===== src/etwb_defs.vh =====
`ifndef ETWB_DEFS_VH
`define ETWB_DEFS_VH

// apb register byte offsets
`define ETWB_OFF_CTRL 12'h000
`define ETWB_OFF_STATUS 12'h004
`define ETWB_OFF_ADDRWORD 12'h008
`define ETWB_OFF_MISCNT 12'h00c

// control register fields and reset value
`define ETWB_CTRL_EN_BIT 0
`define ETWB_CTRL_HOLD_BIT 1
`define ETWB_CTRL_RST 2'h1

// status register fields
`define ETWB_ST_STANDBY_BIT 0
`define ETWB_ST_BUSY_BIT 1
`define ETWB_ST_RW_BIT 2
`define ETWB_ST_BLK_LSB 4
`define ETWB_ST_PIN_LSB 8
`define ETWB_ST_STATE_LSB 16

// device address word layout
`define ETWB_PREFIX 4'ha
`define ETWB_PREFIX_MSB 7
`define ETWB_PREFIX_LSB 4
`define ETWB_BLK_MSB 3
`define ETWB_BLK_LSB 1
`define ETWB_RW_BIT 0

// serial word length and counter reset values
`define ETWB_WORD_BITS 4'h8
`define ETWB_MIS_RST 16'h0000

`endif


===== src/etwb_front.v =====
// Overview of operation
// - data on the serial data line changes only while the clock is low, and a change while it is high is a start or stop, never data.
// - a data-line fall while the clock is high is a start, recognised in every state while the enable bit is set.
// - a data-line rise while the clock is high is a stop, which closes the current operation.
// - every address and data word moves as eight bits, one per clock, most significant first.
// - after each received word the device pulls the data line low during the ninth clock.
// - the device sits in standby after reset, after a stop during a read, and once the timed write finishes.
// - a start, nine clocks, another start and a stop leave the device ready for the next transfer.
// - after each start the first word is the device address word, checked before any read or write.
// - the top four bits of the device address word must be one, zero, one, zero.
// - the next three bits are taken as word address bits ten, nine and eight.
// - the lowest bit picks the operation, one for read and zero for write.
// - a matching address word is acknowledged, a mismatch is not and the device idles until the next start.
// - chip-address pins that are left open read as low.
// - while the timed write runs, inputs are ignored and no acknowledge is given.
`timescale 1ns/1ns
`include "etwb_defs.vh"
module etwb_front (
  // clock and reset
  input wire pclk,
  input wire presetn,
  // apb slave
  input wire psel,
  input wire penable,
  input wire pwrite,
  input wire [11:0] paddr,
  input wire [31:0] pwdata,
  output reg [31:0] prdata_q,
  output reg pready_q,
  output reg pslverr_q,
  // two-wire pins
  input wire scl_in,
  input wire sda_in,
  output reg sda_out_q,
  output reg sda_oe_q,
  // chip-address pads: level and connected sense
  input wire [2:0] chip_pin_val,
  input wire [2:0] chip_pin_en,
  // read engine
  input wire [7:0] tx_data,
  output reg tx_next_q,
  // write engine
  input wire wr_busy,
  output reg [7:0] rx_data_q,
  output reg rx_valid_q,
  output reg wr_commit_q,
  // operation decode
  output reg op_read_q,
  output reg op_write_q,
  output reg [2:0] block_sel_q,
  output reg stop_q,
  output reg standby_q
);

  localparam [7:0] ST_IDLE = 8'h01;
  localparam [7:0] ST_ADDR = 8'h02;
  localparam [7:0] ST_AACK = 8'h04;
  localparam [7:0] ST_WRX = 8'h08;
  localparam [7:0] ST_WACK = 8'h10;
  localparam [7:0] ST_RTX = 8'h20;
  localparam [7:0] ST_RACK = 8'h40;
  localparam [7:0] ST_IGN = 8'h80;

  // checks prefix of a device address word
  function addr_match;
    input [7:0] word;
    addr_match = (word[`ETWB_PREFIX_MSB:`ETWB_PREFIX_LSB] == `ETWB_PREFIX);
  endfunction

  // true when the byte offset equals the given register offset, whether or not an access is in progress
  function hit;
    input [11:0] addr, off;
    hit = (addr == off);
  endfunction

  wire [7:0] sync_w;
  wire scl_s, sda_s;
  wire [2:0] pin_s;
  reg scl_d_q, sda_d_q, rw_q, wr_seen_q, mack_q;
  reg [7:0] state_q, shift_q, tx_sh_q, addr_q;
  reg [3:0] cnt_q;
  reg [1:0] ctrl_q;
  reg [15:0] mis_q;
  wire scl_rise, scl_fall, start_det, stop_det, busy, enable;
  wire word_done, addr_ok, mis_evt, apb_acc, apb_wr, mis_clr;

  etwb_sync #(
    .W(8),
    .RST_VAL(8'h03)
  ) u_sync (
    .pclk(pclk),
    .presetn(presetn),
    .async_in({chip_pin_en, chip_pin_val, sda_in, scl_in}),
    .sync_q(sync_w)
  );

  assign scl_s = sync_w[0];
  assign sda_s = sync_w[1];
  assign pin_s = sync_w[4:2] & sync_w[7:5];

  always @(posedge pclk or negedge presetn) begin
    if (!presetn) begin
      scl_d_q <= 1'b1;
      sda_d_q <= 1'b1;
    end else begin
      scl_d_q <= scl_s;
      sda_d_q <= sda_s;
    end
  end

  assign scl_rise = scl_s & ~scl_d_q;
  assign scl_fall = ~scl_s & scl_d_q;
  assign start_det = scl_s & scl_d_q & sda_d_q & ~sda_s;
  assign stop_det = scl_s & scl_d_q & ~sda_d_q & sda_s;

  assign enable = ctrl_q[`ETWB_CTRL_EN_BIT];
  assign busy = wr_busy | ctrl_q[`ETWB_CTRL_HOLD_BIT];
  assign word_done = scl_fall & (cnt_q == `ETWB_WORD_BITS);
  assign addr_ok = addr_match(shift_q) & ~busy;
  assign mis_evt = enable & ~start_det & ~stop_det & (state_q == ST_ADDR) & word_done & ~addr_ok;

  // protocol engine
  always @(posedge pclk or negedge presetn) begin
    if (!presetn) begin
      state_q <= ST_IDLE;
      cnt_q <= 4'h0;
      shift_q <= 8'h00;
      tx_sh_q <= 8'h00;
      addr_q <= 8'h00;
      rw_q <= 1'b0;
      wr_seen_q <= 1'b0;
      mack_q <= 1'b0;
      sda_out_q <= 1'b0;
      sda_oe_q <= 1'b0;
      tx_next_q <= 1'b0;
      rx_data_q <= 8'h00;
      rx_valid_q <= 1'b0;
      wr_commit_q <= 1'b0;
      op_read_q <= 1'b0;
      op_write_q <= 1'b0;
      block_sel_q <= 3'h0;
      stop_q <= 1'b0;
    end else begin
      tx_next_q <= 1'b0;
      rx_valid_q <= 1'b0;
      wr_commit_q <= 1'b0;
      op_read_q <= 1'b0;
      op_write_q <= 1'b0;
      stop_q <= 1'b0;
      sda_out_q <= 1'b0;
      if (!enable) begin
        state_q <= ST_IDLE;
        sda_oe_q <= 1'b0;
        wr_seen_q <= 1'b0;
      end else if (start_det) begin
        state_q <= ST_ADDR;
        cnt_q <= 4'h0;
        sda_oe_q <= 1'b0;
        wr_seen_q <= 1'b0;
      end else if (stop_det) begin
        state_q <= ST_IDLE;
        sda_oe_q <= 1'b0;
        stop_q <= 1'b1;
        wr_commit_q <= wr_seen_q & ~rw_q;
        wr_seen_q <= 1'b0;
      end else begin
        case (state_q)
          ST_ADDR: begin
            if (scl_rise && cnt_q != `ETWB_WORD_BITS) begin
              shift_q <= {shift_q[6:0], sda_s};
              cnt_q <= cnt_q + 4'h1;
            end else if (word_done) begin
              if (addr_ok) begin
                sda_oe_q <= 1'b1;
                state_q <= ST_AACK;
                addr_q <= shift_q;
                block_sel_q <= shift_q[`ETWB_BLK_MSB:`ETWB_BLK_LSB];
                rw_q <= shift_q[`ETWB_RW_BIT];
              end else begin
                state_q <= ST_IGN;
              end
            end
          end
          ST_AACK: begin
            if (scl_fall) begin
              if (rw_q) begin
                op_read_q <= 1'b1;
                tx_sh_q <= tx_data;
                sda_oe_q <= ~tx_data[7];
                tx_next_q <= 1'b1;
                cnt_q <= 4'h1;
                state_q <= ST_RTX;
              end else begin
                op_write_q <= 1'b1;
                sda_oe_q <= 1'b0;
                cnt_q <= 4'h0;
                state_q <= ST_WRX;
              end
            end
          end
          ST_WRX: begin
            if (scl_rise && cnt_q != `ETWB_WORD_BITS) begin
              shift_q <= {shift_q[6:0], sda_s};
              cnt_q <= cnt_q + 4'h1;
            end else if (word_done) begin
              rx_data_q <= shift_q;
              rx_valid_q <= 1'b1;
              wr_seen_q <= 1'b1;
              sda_oe_q <= 1'b1;
              state_q <= ST_WACK;
            end
          end
          ST_WACK: begin
            if (scl_fall) begin
              sda_oe_q <= 1'b0;
              cnt_q <= 4'h0;
              state_q <= ST_WRX;
            end
          end
          ST_RTX: begin
            if (word_done) begin
              sda_oe_q <= 1'b0;
              state_q <= ST_RACK;
            end else if (scl_fall) begin
              tx_sh_q <= {tx_sh_q[6:0], 1'b0};
              sda_oe_q <= ~tx_sh_q[6];
              cnt_q <= cnt_q + 4'h1;
            end
          end
          ST_RACK: begin
            if (scl_rise) begin
              mack_q <= ~sda_s;
            end else if (scl_fall) begin
              if (mack_q) begin
                tx_sh_q <= tx_data;
                sda_oe_q <= ~tx_data[7];
                tx_next_q <= 1'b1;
                cnt_q <= 4'h1;
                state_q <= ST_RTX;
              end else begin
                sda_oe_q <= 1'b0;
                state_q <= ST_IGN;
              end
            end
          end
          ST_IDLE, ST_IGN: begin
            sda_oe_q <= 1'b0;
          end
          default: begin
            state_q <= ST_IDLE;
            sda_oe_q <= 1'b0;
          end
        endcase
      end
    end
  end

  // standby when idle and not writing
  always @(posedge pclk or negedge presetn) begin
    if (!presetn) begin
      standby_q <= 1'b1;
    end else begin
      standby_q <= ((state_q == ST_IDLE) | (state_q == ST_IGN)) & ~wr_busy;
    end
  end

  assign apb_acc = psel & penable & ~pready_q;
  // writes land on the edge that completes the transfer
  assign apb_wr = psel & penable & pready_q & pwrite;
  assign mis_clr = apb_wr & hit(paddr, `ETWB_OFF_MISCNT);

  // mismatch counter; an event in the clearing cycle still counts
  always @(posedge pclk or negedge presetn) begin
    if (!presetn) begin
      mis_q <= `ETWB_MIS_RST;
    end else if (mis_clr) begin
      mis_q <= {15'h0000, mis_evt};
    end else if (mis_evt && mis_q != 16'hffff) begin
      mis_q <= mis_q + 16'h0001;
    end
  end

  // apb slave, one wait state
  always @(posedge pclk or negedge presetn) begin
    if (!presetn) begin
      ctrl_q <= `ETWB_CTRL_RST;
      prdata_q <= 32'h00000000;
      pready_q <= 1'b0;
      pslverr_q <= 1'b0;
    end else begin
      pready_q <= apb_acc;
      pslverr_q <= 1'b0;
      prdata_q <= 32'h00000000;
      if (apb_wr && hit(paddr, `ETWB_OFF_CTRL)) begin
        ctrl_q <= pwdata[1:0];
      end
      if (apb_acc) begin
        if (hit(paddr, `ETWB_OFF_CTRL)) begin
          if (!pwrite) begin
            prdata_q <= {30'h00000000, ctrl_q};
          end
        end else if (hit(paddr, `ETWB_OFF_STATUS)) begin
          prdata_q <= {8'h00, state_q, 5'h00, pin_s, 1'b0, block_sel_q,
                       1'b0, rw_q, busy, standby_q};
        end else if (hit(paddr, `ETWB_OFF_ADDRWORD)) begin
          prdata_q <= {24'h000000, addr_q};
        end else if (hit(paddr, `ETWB_OFF_MISCNT)) begin
          prdata_q <= {16'h0000, mis_q};
        end else begin
          pslverr_q <= 1'b1;
        end
      end
    end
  end

endmodule


===== src/etwb_sync.v =====
`timescale 1ns/1ns
module etwb_sync #(
  parameter W = 8,
  parameter [W-1:0] RST_VAL = {W{1'b0}}
) (
  // clock and reset
  input wire pclk,
  input wire presetn,
  // levels from outside the clock domain
  input wire [W-1:0] async_in,
  // synchronised levels
  output wire [W-1:0] sync_q
);

  reg [W-1:0] s1_q;
  reg [W-1:0] s2_q;

  // two flops per bit; the first is read by the second only
  genvar i;
  generate
    for (i = 0; i < W; i = i + 1) begin : g_bit
      always @(posedge pclk or negedge presetn) begin
        if (!presetn) begin
          s1_q[i] <= RST_VAL[i];
          s2_q[i] <= RST_VAL[i];
        end else begin
          s1_q[i] <= async_in[i];
          s2_q[i] <= s1_q[i];
        end
      end
    end
  endgenerate

  assign sync_q = s2_q;

endmodule

===== config.mk =====
export PLATFORM = sky130hd
export DESIGN_NAME = etwb_front
export DESIGN_NICKNAME = d
export VERILOG_FILES = /design/src/etwb_front.v /design/src/etwb_sync.v
export VERILOG_INCLUDE_DIRS = /design/src
export SDC_FILE = /design/constraint.sdc
export NUM_CORES = 1
export LEC_CHECK = 0
export BUFFER_PORTS_ARGS = -buffer_cell sky130_fd_sc_hd__buf_2
export CAP_MARGIN = 20
export CORE_UTILIZATION = 40
export CTS_BUF_LIST = sky130_fd_sc_hd__clkbuf_4 sky130_fd_sc_hd__clkbuf_8
export CTS_CLUSTER_DIAMETER = 100
export DETAILED_ROUTE_END_ITERATION = 10
export GPL_TIMING_DRIVEN = 0
export PLACE_DENSITY = 0.65
export SLEW_MARGIN = 30
export SYNTH_ARGS = -nofsm -noshare
export SYNTH_HDL_FRONTEND = slang
export SYNTH_SLANG_ARGS = --single-unit
export TNS_END_PERCENT = 50

===== constraint.sdc =====
create_clock -name pclk -period 2.4 [get_ports pclk]
set_input_delay 0.36 -clock pclk [delete_from_list [all_inputs] [get_ports pclk]]
set_output_delay 0.36 -clock pclk [all_outputs]
set_load 0.05 [all_outputs]

## Yosys cells after proc, flatten, opt, wreduce, memory -nomap -nowiden

Index checks and enable logic that the tools add are counted.

| word-level totals | value |
|---|---|
| flip-flop bits (word level) | 127 |
| output and inout port bits | 54 |
| bits of input ports | 66 |
| logic and storage cells | 246 |

| operators by class | value |
|---|---|
| reduce and logical (&&, ||, !) cells | 18 |
| bitwise gates (word level) | 38 |
| add/sub/neg operators | 2 |
| eq/ne operators | 46 |
| multiplexer cells | 101 |

Operators by type and width:

| cell | number |
|---|---|
| $mux W8 | 14 |
| $mux W16 | 4 |
| $mux W32 | 2 |
| $mux W1 | 56 |
| $pmux W8 S7 | 1 |
| $ne A5 B5 Y1 const B | 10 |
| $mux W7 | 7 |
| $mux W4 | 10 |
| $eq A12 B4 Y1 const B | 2 |
| $mux W24 | 1 |
| $reduce_and A11 Y1 | 2 |
| $and A1 B1 Y1 | 21 |
| $ne A3 B3 Y1 const B | 7 |
| $pmux W7 S3 | 1 |
| $pmux W4 S5 | 1 |
| $reduce_and A10 Y1 | 2 |
| $add A16 B1 Y16 const B | 1 |
| $ne A16 B16 Y1 const B | 1 |
| $ne A2 B2 Y1 const B | 8 |
| $not A1 Y1 | 14 |
| $eq A12 B3 Y1 const B | 1 |
| $logic_not A12 Y1 | 1 |
| $ne A4 B4 Y1 const B | 3 |
| $reduce_and A5 Y1 | 2 |
| other kinds (27) | 33 |

## Longest topological paths before layout

Gate-level depths: netlist of the first run.

| depth | value |
|---|---|
| word-level depth | 12 |
| depth in mapped cells | 8 |
| gate-level depth less buffers | 8 |

## Cells and area by module

A second synthesis of the first run with hierarchy kept.

| unflattened totals | value |
|---|---|
| cells, all modules | 472 |
| area total of the unflattened synthesis | 5198.7 µm² |

Modules (own cells, without submodules):

| module | instances | area an instance (µm²) | seq. area each (µm²) | cells each |
|---|---|---|---|---|
| etwb_front | 1 | 4793.3 | 2483.6 | 456 |
| etwb_sync | 1 | 405.4 | 405.4 | 16 |

## Worst setup path after synthesis of the first run

Ideal clock, no wire load.

| path | value |
|---|---|
| path type | flip-flop to flip-flop |
| start | register scl_d_q |
| end | register mis_q[7] |
| period minus slack after synthesis | 2104 ps |
| library setup time | 119 ps |
| buffers on the path | 1 |
| required time | 2281 ps |
| cell stages (with the launch flop) | 8 |
| arrival time | 1985 ps |
| slack | 296 ps |
| cell sequence | dfstp_2 -> nor2b_1 -> buf_2 -> nand2_2 -> nor4_1 -> nand3_1 -> xnor2_1 -> and2_1 |

| between the ends | value |
|---|---|
| word-level cells in the longest chain between the ends | 11 |
| elaborated cells between the ends (all ways) | 16 |
| those cells by class | 14 x bitwise; 2 x reduce/logical |

RTL lines:

| item | RTL line | text |
|---|---|---|
| start: declaration | etwb_front.v:79 | `reg scl_d_q, sda_d_q, rw_q, wr_seen_q, mack_q;` |
| start signal: assignment | etwb_front.v:106 | `scl_d_q <= scl_s;` |
| $and A1 B1 Y1 | etwb_front.v:113, etwb_front.v:114 |  |
| $and A1 B1 Y1 (2 in series) | etwb_front.v:113 | `assign start_det = scl_s & scl_d_q & sda_d_q & ~sda_s;` |
| $not A1 Y1 (no line) | -- |  |
| $and A1 B1 Y1 (3 in series) | etwb_front.v:120 | `assign mis_evt = enable & ~start_det & ~stop_det & (state_q == ST_ADDR) & word_done & ~addr_ok;` |
| $and A1 B1 Y1 (*) (2 in series) | etwb_front.v:120 |  |
| $logic_and A1 B1 Y1 (*) | etwb_front.v:278 | `end else if (mis_evt && mis_q != 16'hffff) begin` |
| $reduce_bool A2 Y1 (no line) (*) | -- |  |
| end signal: assignment | etwb_front.v:275 | `` mis_q <= `ETWB_MIS_RST; `` |
| end signal: assignment | etwb_front.v:277 | `mis_q <= {15'h0000, mis_evt};` |
| end signal: assignment | etwb_front.v:279 | `mis_q <= mis_q + 16'h0001;` |
| end: declaration | etwb_front.v:83 | `reg [15:0] mis_q;` |

Mark *: on every way between the ends. The rest lies on a longest branch, timed or not.
A chain may end at the register's enable or synchronous reset.

## Final worst setup path of the first run

Same ends and word-level chain as after synthesis.

==> results.yml, run 1 <==
yosys:
  syn_area_sq_um: 5270
  synthTopCellsByArea: "dfrtp_1, mux2_2, dfstp_2"
  synth.avg_cell_area_sq_um: 10.9
  synth_top_area_share: 0.503
  yosysUniqueCellTypes: 58
  synth_top_area_cell: "dfrtp_1"
  ys_seq_area_frac: 0.548
  yosysMostFrequentCell: "dfrtp_1"
  synthTopCellsByCount: "dfrtp_1, nor2_1, mux2_2, nand2_1, o21ai_0"
  async_flop_share: 1.00
  synth_cells: 483
  ys.flop_type: "dfrtp_1"
  yosys_warnings: 0
  synth_edf_count: 0
  synth_seq_cells: 115
die:
  coreArea_sq_um: 12700
  rows: 41
  die_area_sq_um: 13600
  start_util: 0.414
  ioPinCount: 120
  die_y_um: 117
  die_w_um: 117
power_and_ir_drop:
  power_mw: 3.92
  p_leak_nw: 3.14
  peakVddDrop_mv: 0.349
  powerDensity_nw_per_um2: 609
sta:
  relSlewSlack: 0.596
  fin_crit_sh: 0.982
  tns_ps: 0
  period_needed_ps: 2360
  fin_ws_ps: 43.4
  worstMarginPinSlew_ps: 601
  hold_viol_final: 0
  skew_ps: 11.2
  rsz0062_at_grt: "yes"
  setup_viol: 0
  fin_hold_ws_ps: 30.5
  slew_viol_final: 0
  fmax_mhz: 424
clock_tree:
  cts_buffer_depth: 2
  numCtsBuffers: 17
  cts_tree: "yes"
  htreeDepth: 4
  worstSkewPairLatency_ps: 430
  clkSinkCount: 115
  path_clk_slew_ps: 70
  cts_root_buffer: "clkbuf_8"
setup_path:
  cp-end-kind: "register"
  crit_type: "register to register"
  worst_setup_path_start_kind: "register"
  crit_chain: "nor2b_1 > buf_2 > nand2_2 > nor4_2 > nand3_1 > xnor2_1 > and2_1"
  critPathMaxStageDelay_ps: 640
  critPathTopFamily: "simple AND/OR/NAND/NOR gates"
  cp_slowest_cell: "nor4_2"
  cp-startpoint: "scl_d_q$_DFF_PN1_"
  critPathRequiredTime_ps: 2720
  arrival_ps: 2680
  cp_num_buf_inv: 1
  crit_fanout: 9
  r2r-start: "scl_d_q$_DFF_PN1_"
place:
  io_buffers: 78
  globalplace.congestion: 0.888
  pre_cts_slack_ps: -357
  place_hpwl_um: 8630
  dp_cells: 742
finish:
  num_antenna_cells: 0
  instances_no_fill: 776
  regArea_sq_um: 2890
  areaGrowthSynthToFinish_pct: 22.1
  drive_gt1_frac: 0.338
  multi_input_area_sq_um: 2270
  nFillCells: 1224
  fin_nets: 661
drt:
  drc_errors: 0
  first_iter_violations: 218
  ant_nets: 0
  wl_per_cell_um: 15.5
  avgViaCountPerCell: 5.10
  drt_pass1_iterations: 4
  vias: 3956
  wl_um: 12000
global_route:
  met1_usage: 0.272
  met3_usage: 0.0391
  grt.overflow.total: 0
  grt_max_degree: 68
  grt_pass1_wl_um: 19500
  grt_usage: 0.192
  grt_use_met2: 0.286
  antenna_found_initial: 0
  grt_pass1_vias: 3884
  grt.busiest_layer: "met2"
status:
  outcome: "finished clean"
worst_hold_path:
  min_path_type: "primary input to register"
  hold_start: "sda_in"
run:
  cap_violations: 0
-- per-stage QoR --
stage           util  instance area (sq um)
2_1_floorplan      -                   5300
5_1_grt        0.506                   6430
4_1_cts        0.500                   6360
6_report       0.506                   6430
3_3_place_gp   0.464                   5900
3_5_place_dp   0.467                   5940
-- kinds of logic (layout without fill, tap and decap cells) --
logic type	Yosys count	in the layout	share of synthesized area
and+or+nand+nor	202	202	0.206
DFF	115	115	0.548
AOI/OAI and AO/OA	58	58	0.0715
muxes	45	45	0.0950
buffers and inverters	41	154	0.0416
xor gates and xnor gates	18	18	0.0299
adders and majority gates	3	3	0.00712
other	1	9	0.000712
-- worst paths after layout --
path	end	slack, ps	depth (start not counted)
min reg2reg	u_sync.sync_q[5]$_DFF_PN0_	350	0
min	u_sync.s1_q[1]$_DFF_PN1_	30	1
max	mis_q[7]$_DFFE_PN0P_	40	7
max in group asynchronous	u_sync.sync_q[1]$_DFF_PN1_	1260	3
max reg2reg	mis_q[7]$_DFFE_PN0P_	40	7
min in group asynchronous	prdata_q[10]$_DFF_PN0_	430	2
-- sequential cells by signal, indices dropped and copies added (netlist names), 2 cells and up --
register / flops
mis_q: 16
rx_data_q: 8
shift_q: 8
tx_sh_q: 7
u_sync.s1_q: 8
cnt_q: 4
u_sync.sync_q: 8
ctrl_q: 2
state_q: 8
prdata_q: 24
addr_q: 6
block_sel_q: 2
-- cell usage in the layout (no fill, tap or decap), drive strengths merged, types with 13 or more instances in the layout --
cell	count
buf	101
and3	14
nand3	20
nor2	51
o21ai	21
nor3	16
mux2	40
nand4	15
and2	13
dfrtp	106
clkbuf	32
xor2	14
nand2	37
-- timing repair --
item / 4_1_cts / 5_1_grt
gates resized for setup: 5 / 10
hold buffers: 1 / 0
hold endpoints to repair: 46 / 0
endpoints found under the setup margin: 29 / 36
pin swaps: 1 / 4
setup buffers: 0 / 2
-- final cells by class --
type,instances,share of cell area
flip-flops and latches,115,0.449
well taps,172,0.0335
multi-input cells,335,0.353
clock inverters,10,0.0169
inverters,10,0.00584
clock buffers,21,0.0430
repair buffers,82,0.0698
plain buffers,31,0.0284
-- report_power, final --
part / switching [mW] / internal (mW)
registers: 0.0128 / 1.96
clock network: 0.768 / 0.985
logic: 0.125 / 0.0598
-- routing by layer --
layer	wire length, um	vias up
li1	-	1892
met1	5830	1929
met2	5430	123
met3	601	12
met4	164	0
met5	0	-
(Power assumes the default switching activity.)
==> inputs of run 2 (changes only) <==
- SYNTH_HIERARCHICAL: default -> 1
==> results.yml, run 2 <==
sta:
  rsz0062_at_grt: "yes"
  slew_viol_final: 0
  hold_viol_final: 0
  relSlewSlack: 0.461
  skew_ps: 11.1
  setup_viol: 0
  fin_crit_sh: 0.977
  period_needed_ps: 2350
  worstMarginPinSlew_ps: 803
  fmax_mhz: 426
  fin_hold_ws_ps: 45.3
setup_path:
  cp_num_buf_inv: 2
  crit_type: "register to register"
  crit_fanout: 9
  worst_setup_path_start_kind: "register"
  arrival_ps: 2630
  cp_common_cell: "buf_2"
  crit_chain: "buf_2 > or4b_1 > or3_4 > o21ai_1 > and4b_1 > buf_2 > nor2_2 > o32ai_1"
  critPathTopFamily: "simple AND/OR/NAND/NOR gates"
  critPathMaxStageDelay_ps: 550
  cp-end-kind: "register"
  cp_slowest_cell: "or4b_1"
  critPathRequiredTime_ps: 2680
power_and_ir_drop:
  powerDensity_nw_per_um2: 648
  internal_power_mw: 3.39
  p_leak_nw: 3.12
  seqPwrFrac: 0.462
  peakVddDrop_mv: 0.530
  combPwrFrac: 0.042
  swShare: 0.207
  clkPwrFrac: 0.496
  p_switching_mw: 0.882
drt:
  wl_per_cell_um: 16.0
  vias: 4014
  avgViaCountPerCell: 5.17
  drc_errors: 0
  first_iter_violations: 205
  ant_nets: 0
  wl_um: 12400
  drt_pass1_iterations: 5
yosys:
  synthXorXnorAreaFrac: 0.0286
  synth.avg_cell_area_sq_um: 11.0
  ys.flop_type: "dfrtp_1"
  synth_edf_count: 0
  async_flop_share: 1.00
  yosysUniqueCellTypes: 63
  ys_seq_area_frac: 0.556
  yosys_warnings: 6
  syn_area_sq_um: 5200
  synth_seq_cells: 115
  synth_cells: 472
  yosysMostFrequentCell: "dfrtp_1"
  synthTopCellsByCount: "dfrtp_1, nor2_1, nand2_1, mux2_2, nand3_1"
  synth_top_area_share: 0.510
  synth_fa_ha_area_frac: 0.00722
  synth_top_area_cell: "dfrtp_1"
  synth_mux_area_frac: 0.0811
  synth_top_family_by_area: "simple AND/OR/NAND/NOR gates"
  synthTopCellsByArea: "dfrtp_1, mux2_2, dfstp_2"
  synth-simple-area-share: 0.207
  synth_compound_area_frac: 0.0801
global_route:
  antenna_found_initial: 0
  met1_usage: 0.262
  grt_usage: 0.199
  grt_pass1_wl_um: 20300
  grt_use_met2: 0.312
  grt_max_degree: 90
  grt.busiest_layer: "met2"
  grt.overflow.total: 0
  met3_usage: 0.0586
  grt_pass1_vias: 4025
finish:
  fin_nets: 661
  instances_no_fill: 777
  layout_common_cells: "dfrtp_1, buf_2, nor2_1, nand2_1, mux2_2"
  areaGrowthSynthToFinish_pct: 26.7
  largestRegisters: "prdata_q x24, mis_q x16"
  regMostFlops: "prdata_q"
  drive_gt1_frac: 0.340
  largest_reg_flops: 24
  layout_commonest_cell: "dfrtp_1"
  design_area_sq_um: 6590
  num_antenna_cells: 0
  nFillCells: 1168
clock_tree:
  worstSkewPairLatency_ps: 430
  htreeDepth: 4
  cts_root_buffer: "clkbuf_8"
  cts_buffer_depth: 2
  path_clk_slew_ps: 70
  clkSinkCount: 115
  numCtsBuffers: 17
  cts_tree: "yes"
die:
  rows: 41
  coreArea_sq_um: 12700
  die_area_sq_um: 13500
  ioPinCount: 120
  die_w_um: 116
  die_y_um: 116
  start_util: 0.410
worst_hold_path:
  min_path_type: "primary input to register"
place:
  globalplace.congestion: 0.871
  dp_cells: 732
  place_hpwl_um: 8850
  io_buffers: 79
  placed_area_sq_um: 5880
run:
  cap_violations: 0
status:
  outcome: "finished clean"
run 2: cell count changes in the layout (fill, tap and decap cells not counted), sizes merged, moves of 4 or more:
cell,change
mux2,-15
mux2i,+9
nand4,-5
o21ai,-4
buf,+10
and3,-5
nor2,+9
run 2: cell families (layout without fill, tap and decap cells):
kind of cell             count (synthesis)  after routing
adder cells (fa/ha/maj)                  3              3
multiplexers                            39             39
flip-flops                             115            115
AND/OR/NAND/NOR                        201            201
other                                    1              9
AO/OA/AOI/OAI                           59             59
buffers and inverters                   37            162
XOR/XNOR                                17             17
run 2: area by class of cell:
| type | count | area [sq um] | share of cell area |
|---|---|---|---|
| plain buffers | 26 | 171 | 0.0260 |
| clock buffers | 22 | 303 | 0.0460 |
| clock inverters | 10 | 175 | 0.0266 |
| inverters | 9 | 33.8 | 0.00513 |
| multi-input cells | 328 | 2230 | 0.338 |
| flip-flops and latches | 115 | 2890 | 0.439 |
| well taps | 172 | 215 | 0.0327 |
| repair buffers | 95 | 566 | 0.0859 |
run 2: repair_timing:
action	in CTS	in global routing
gates resized for setup	12	15
pin swaps	2	5
hold buffers	1	2
setup endpoints to repair	40	33
setup buffers	4	8
hold endpoints to repair	26	2
run 2: per-layer routing:
layer  up-vias  share of wire
met1      1979           0.47
met2       121           0.46
li1       1900              -
met4         0          0.012
met5         -              0
met3        14          0.053
run 2: through the flow:
step                power (mW)  TNS, ps  utilization  setup WS [ps]
floorplan                 2.09        0            -            177
global placement          2.17   -40650        0.461           -363
detailed placement        2.18    -2890        0.464           -151
CTS                       4.32    -2.81        0.509          -2.81
global route              4.43    -13.5        0.520          -7.78
finish                    4.27        0        0.520           54.4
run 2: worst paths after layout:
kind | startpoint | end | slack (ps) | cells past startpoint
setup / recovery | state_q[5]$_DFFE_PN0P_ | state_q[3]$_DFFE_PN0P_ | 50 | 8
hold / removal | chip_pin_val[1] | u_sync/s1_q[3]$_DFF_PN0_ | 50 | 1
setup reg to reg | state_q[5]$_DFFE_PN0P_ | state_q[3]$_DFFE_PN0P_ | 50 | 8
hold reg to reg | u_sync/s1_q[5]$_DFF_PN0_ | u_sync/sync_q[5]$_DFF_PN0_ | 350 | 0
max in group asynchronous | presetn | u_sync/sync_q[0]$_DFF_PN1_ | 1320 | 3
min in group asynchronous | presetn | state_q[6]$_DFFE_PN0P_ | 380 | 2
run 2: power groups by stage:
stage / Sequential [mW] / Clock, mW / Combinational [mW]
floorplan: 2.01 / 0 / 0.0767
global placement: 2.01 / 0 / 0.167
detailed placement: 2.01 / 0 / 0.178
CTS: 1.97 / 2.17 / 0.180
global route: 1.97 / 2.26 / 0.200
finish: 1.97 / 2.12 / 0.179
==> inputs of run 3 (changes only) <==
- clock period: 2.4 -> 2.48 ns (I/O delays scaled with it)
==> results.yml, run 3 (synthesized netlist as in run 2, its figures left out) <==
place:
  placed_area_sq_um: 5880
  globalplace.congestion: 0.871
  place_hpwl_um: 8850
  io_buffers: 79
clock_tree:
  htreeDepth: 4
  cts_tree: "yes"
  cts_root_buffer: "clkbuf_8"
  numCtsBuffers: 17
  clkSinkCount: 115
  path_clk_slew_ps: 70
  cts_buffer_depth: 2
  worstSkewPairLatency_ps: 420
die:
  die_w_um: 116
  start_util: 0.410
  die_area_sq_um: 13500
  coreArea_sq_um: 12700
  ioPinCount: 120
  rows: 41
  die_y_um: 116
sta:
  fmax_mhz: 418
  period_needed_ps: 2390
  setup_viol: 0
  slew_viol_final: 0
  fin_crit_sh: 0.965
  hold_viol_final: 0
  skew_ps: 12.3
  relSlewSlack: 0.493
  fin_hold_ws_ps: 48.1
  worstMarginPinSlew_ps: 750
setup_path:
  cp-end-kind: "register"
  crit_type: "register to register"
  worst_setup_path_start_kind: "register"
  crit_fanout: 10
  arrival_ps: 2700
  critPathRequiredTime_ps: 2790
drt:
  avgViaCountPerCell: 5.11
  vias: 3931
  drc_errors: 0
  first_iter_violations: 252
  wl_um: 12300
  ant_nets: 0
  wl_per_cell_um: 16.0
  drt_pass1_iterations: 5
finish:
  largest_reg_flops: 24
  nFillCells: 1177
  design_area_sq_um: 6480
  layout_commonest_cell: "dfrtp_1"
  fin_nets: 653
  regMostFlops: "prdata_q"
  regArea_sq_um: 2890
  num_antenna_cells: 0
  fin_util: 0.512
  multi_input_area_sq_um: 2210
  drive_gt1_frac: 0.332
  largestRegisters: "prdata_q x24, mis_q x16"
  areaGrowthSynthToFinish_pct: 24.7
  layout_common_cells: "dfrtp_1, buf_2, nor2_1, nand2_1, mux2_2"
global_route:
  antenna_found_initial: 0
  grt_max_degree: 90
  grt_pass1_vias: 3985
  grt_usage: 0.198
  grt.overflow.total: 0
  grt_pass1_wl_um: 20100
power_and_ir_drop:
  swShare: 0.206
  combPwrFrac: 0.041
  peakVddDrop_mv: 0.500
  power_mw: 4.12
  p_switching_mw: 0.849
  powerDensity_nw_per_um2: 636
  clkPwrFrac: 0.496
  p_leak_nw: 3.08
  internal_power_mw: 3.28
  seqPwrFrac: 0.463
worst_hold_path:
  min_path_type: "primary input to register"
run:
  cap_violations: 0
status:
  outcome: "finished clean"
-- run 3: changes by cell type in the layout (fill, tap and decap cells not counted) --
cell and change:
buf_12 -1, buf_4 -4, buf_6 -1, dlygate4sd3_1 -2
inv_1 +1, inv_2 -1, nor2_1 +1, nor2_2 -1
nor4_2 +2, nor4_4 -2
-- run 3: final timing paths --
kind | depth (start not counted) | startpoint | end | slack [ps]
max in group asynchronous | 3 | presetn | u_sync/sync_q[0]$_DFF_PN1_ | 1380
min | 1 | sda_in | u_sync/s1_q[1]$_DFF_PN1_ | 50
min in group asynchronous | 2 | presetn | state_q[6]$_DFFE_PN0P_ | 390
max reg2reg | 9 | state_q[6]$_DFFE_PN0P_ | tx_sh_q[5]$_DFFE_PN0P_ | 90
min reg2reg | 0 | u_sync/s1_q[5]$_DFF_PN0_ | u_sync/sync_q[5]$_DFF_PN0_ | 350
max | 9 | state_q[6]$_DFFE_PN0P_ | tx_sh_q[5]$_DFFE_PN0P_ | 90
-- run 3: metrics by stage --
step	setup slack, ps	TNS (ps)	instances
3_3_place_gp	-295	-31290	731
4_1_cts	2.78	0	765
3_5_place_dp	-71.3	-785	732
5_1_grt	-1.81	-1.81	769
6_report	86.3	0	769
2_1_floorplan	257	0	480
-- run 3: per-layer routing --
layer | track usage | wire [um] | part of all wire | vias up
li1 | - | - | - | 1888
met4 | 0.0718 | 110 | 0.0090 | 0
met2 | 0.308 | 5720 | 0.47 | 112
met1 | 0.262 | 5790 | 0.47 | 1921
met3 | 0.0586 | 660 | 0.054 | 10
met5 | 0 | 0 | 0 | -
-- run 3: repair_timing --
item,4_1_cts,5_1_grt
hold buffers,1,0
pin swaps,2,5
endpoints found under the setup margin,21,42
gates cloned,0,0
setup buffers,1,6
endpoints found under the hold margin,24,0
gates resized for setup,5,12
-- run 3: power groups by stage --
stage	clock [mW]	sequential, mW	combinational (mW)
floorplan	0	1.95	0.0742
global placement	0	1.94	0.161
detailed placement	0	1.94	0.172
CTS	2.10	1.91	0.174
global route	2.19	1.91	0.192
finish	2.05	1.91	0.171
-- run 3: critical path: stages (launching register included) --
cell	delay (ps)
dfrtp_2	510
nor4_4	290
buf_4	190
and4_1	220
buf_6	160
a2bb2oi_2	70
or4_4	530
buf_6	170
nand2_1	70
o21ai_2	50
-- run 3: final cells by class --
cell class | instances | share of cell area
Buffer | 25 | 0.0247
Multi-Input combinational cell | 328 | 0.341
Clock inverter | 10 | 0.0270
Tap cell | 172 | 0.0332
Inverter | 9 | 0.00521
Timing Repair Buffer | 88 | 0.0764
Sequential cell | 115 | 0.446
Clock buffer | 22 | 0.0467
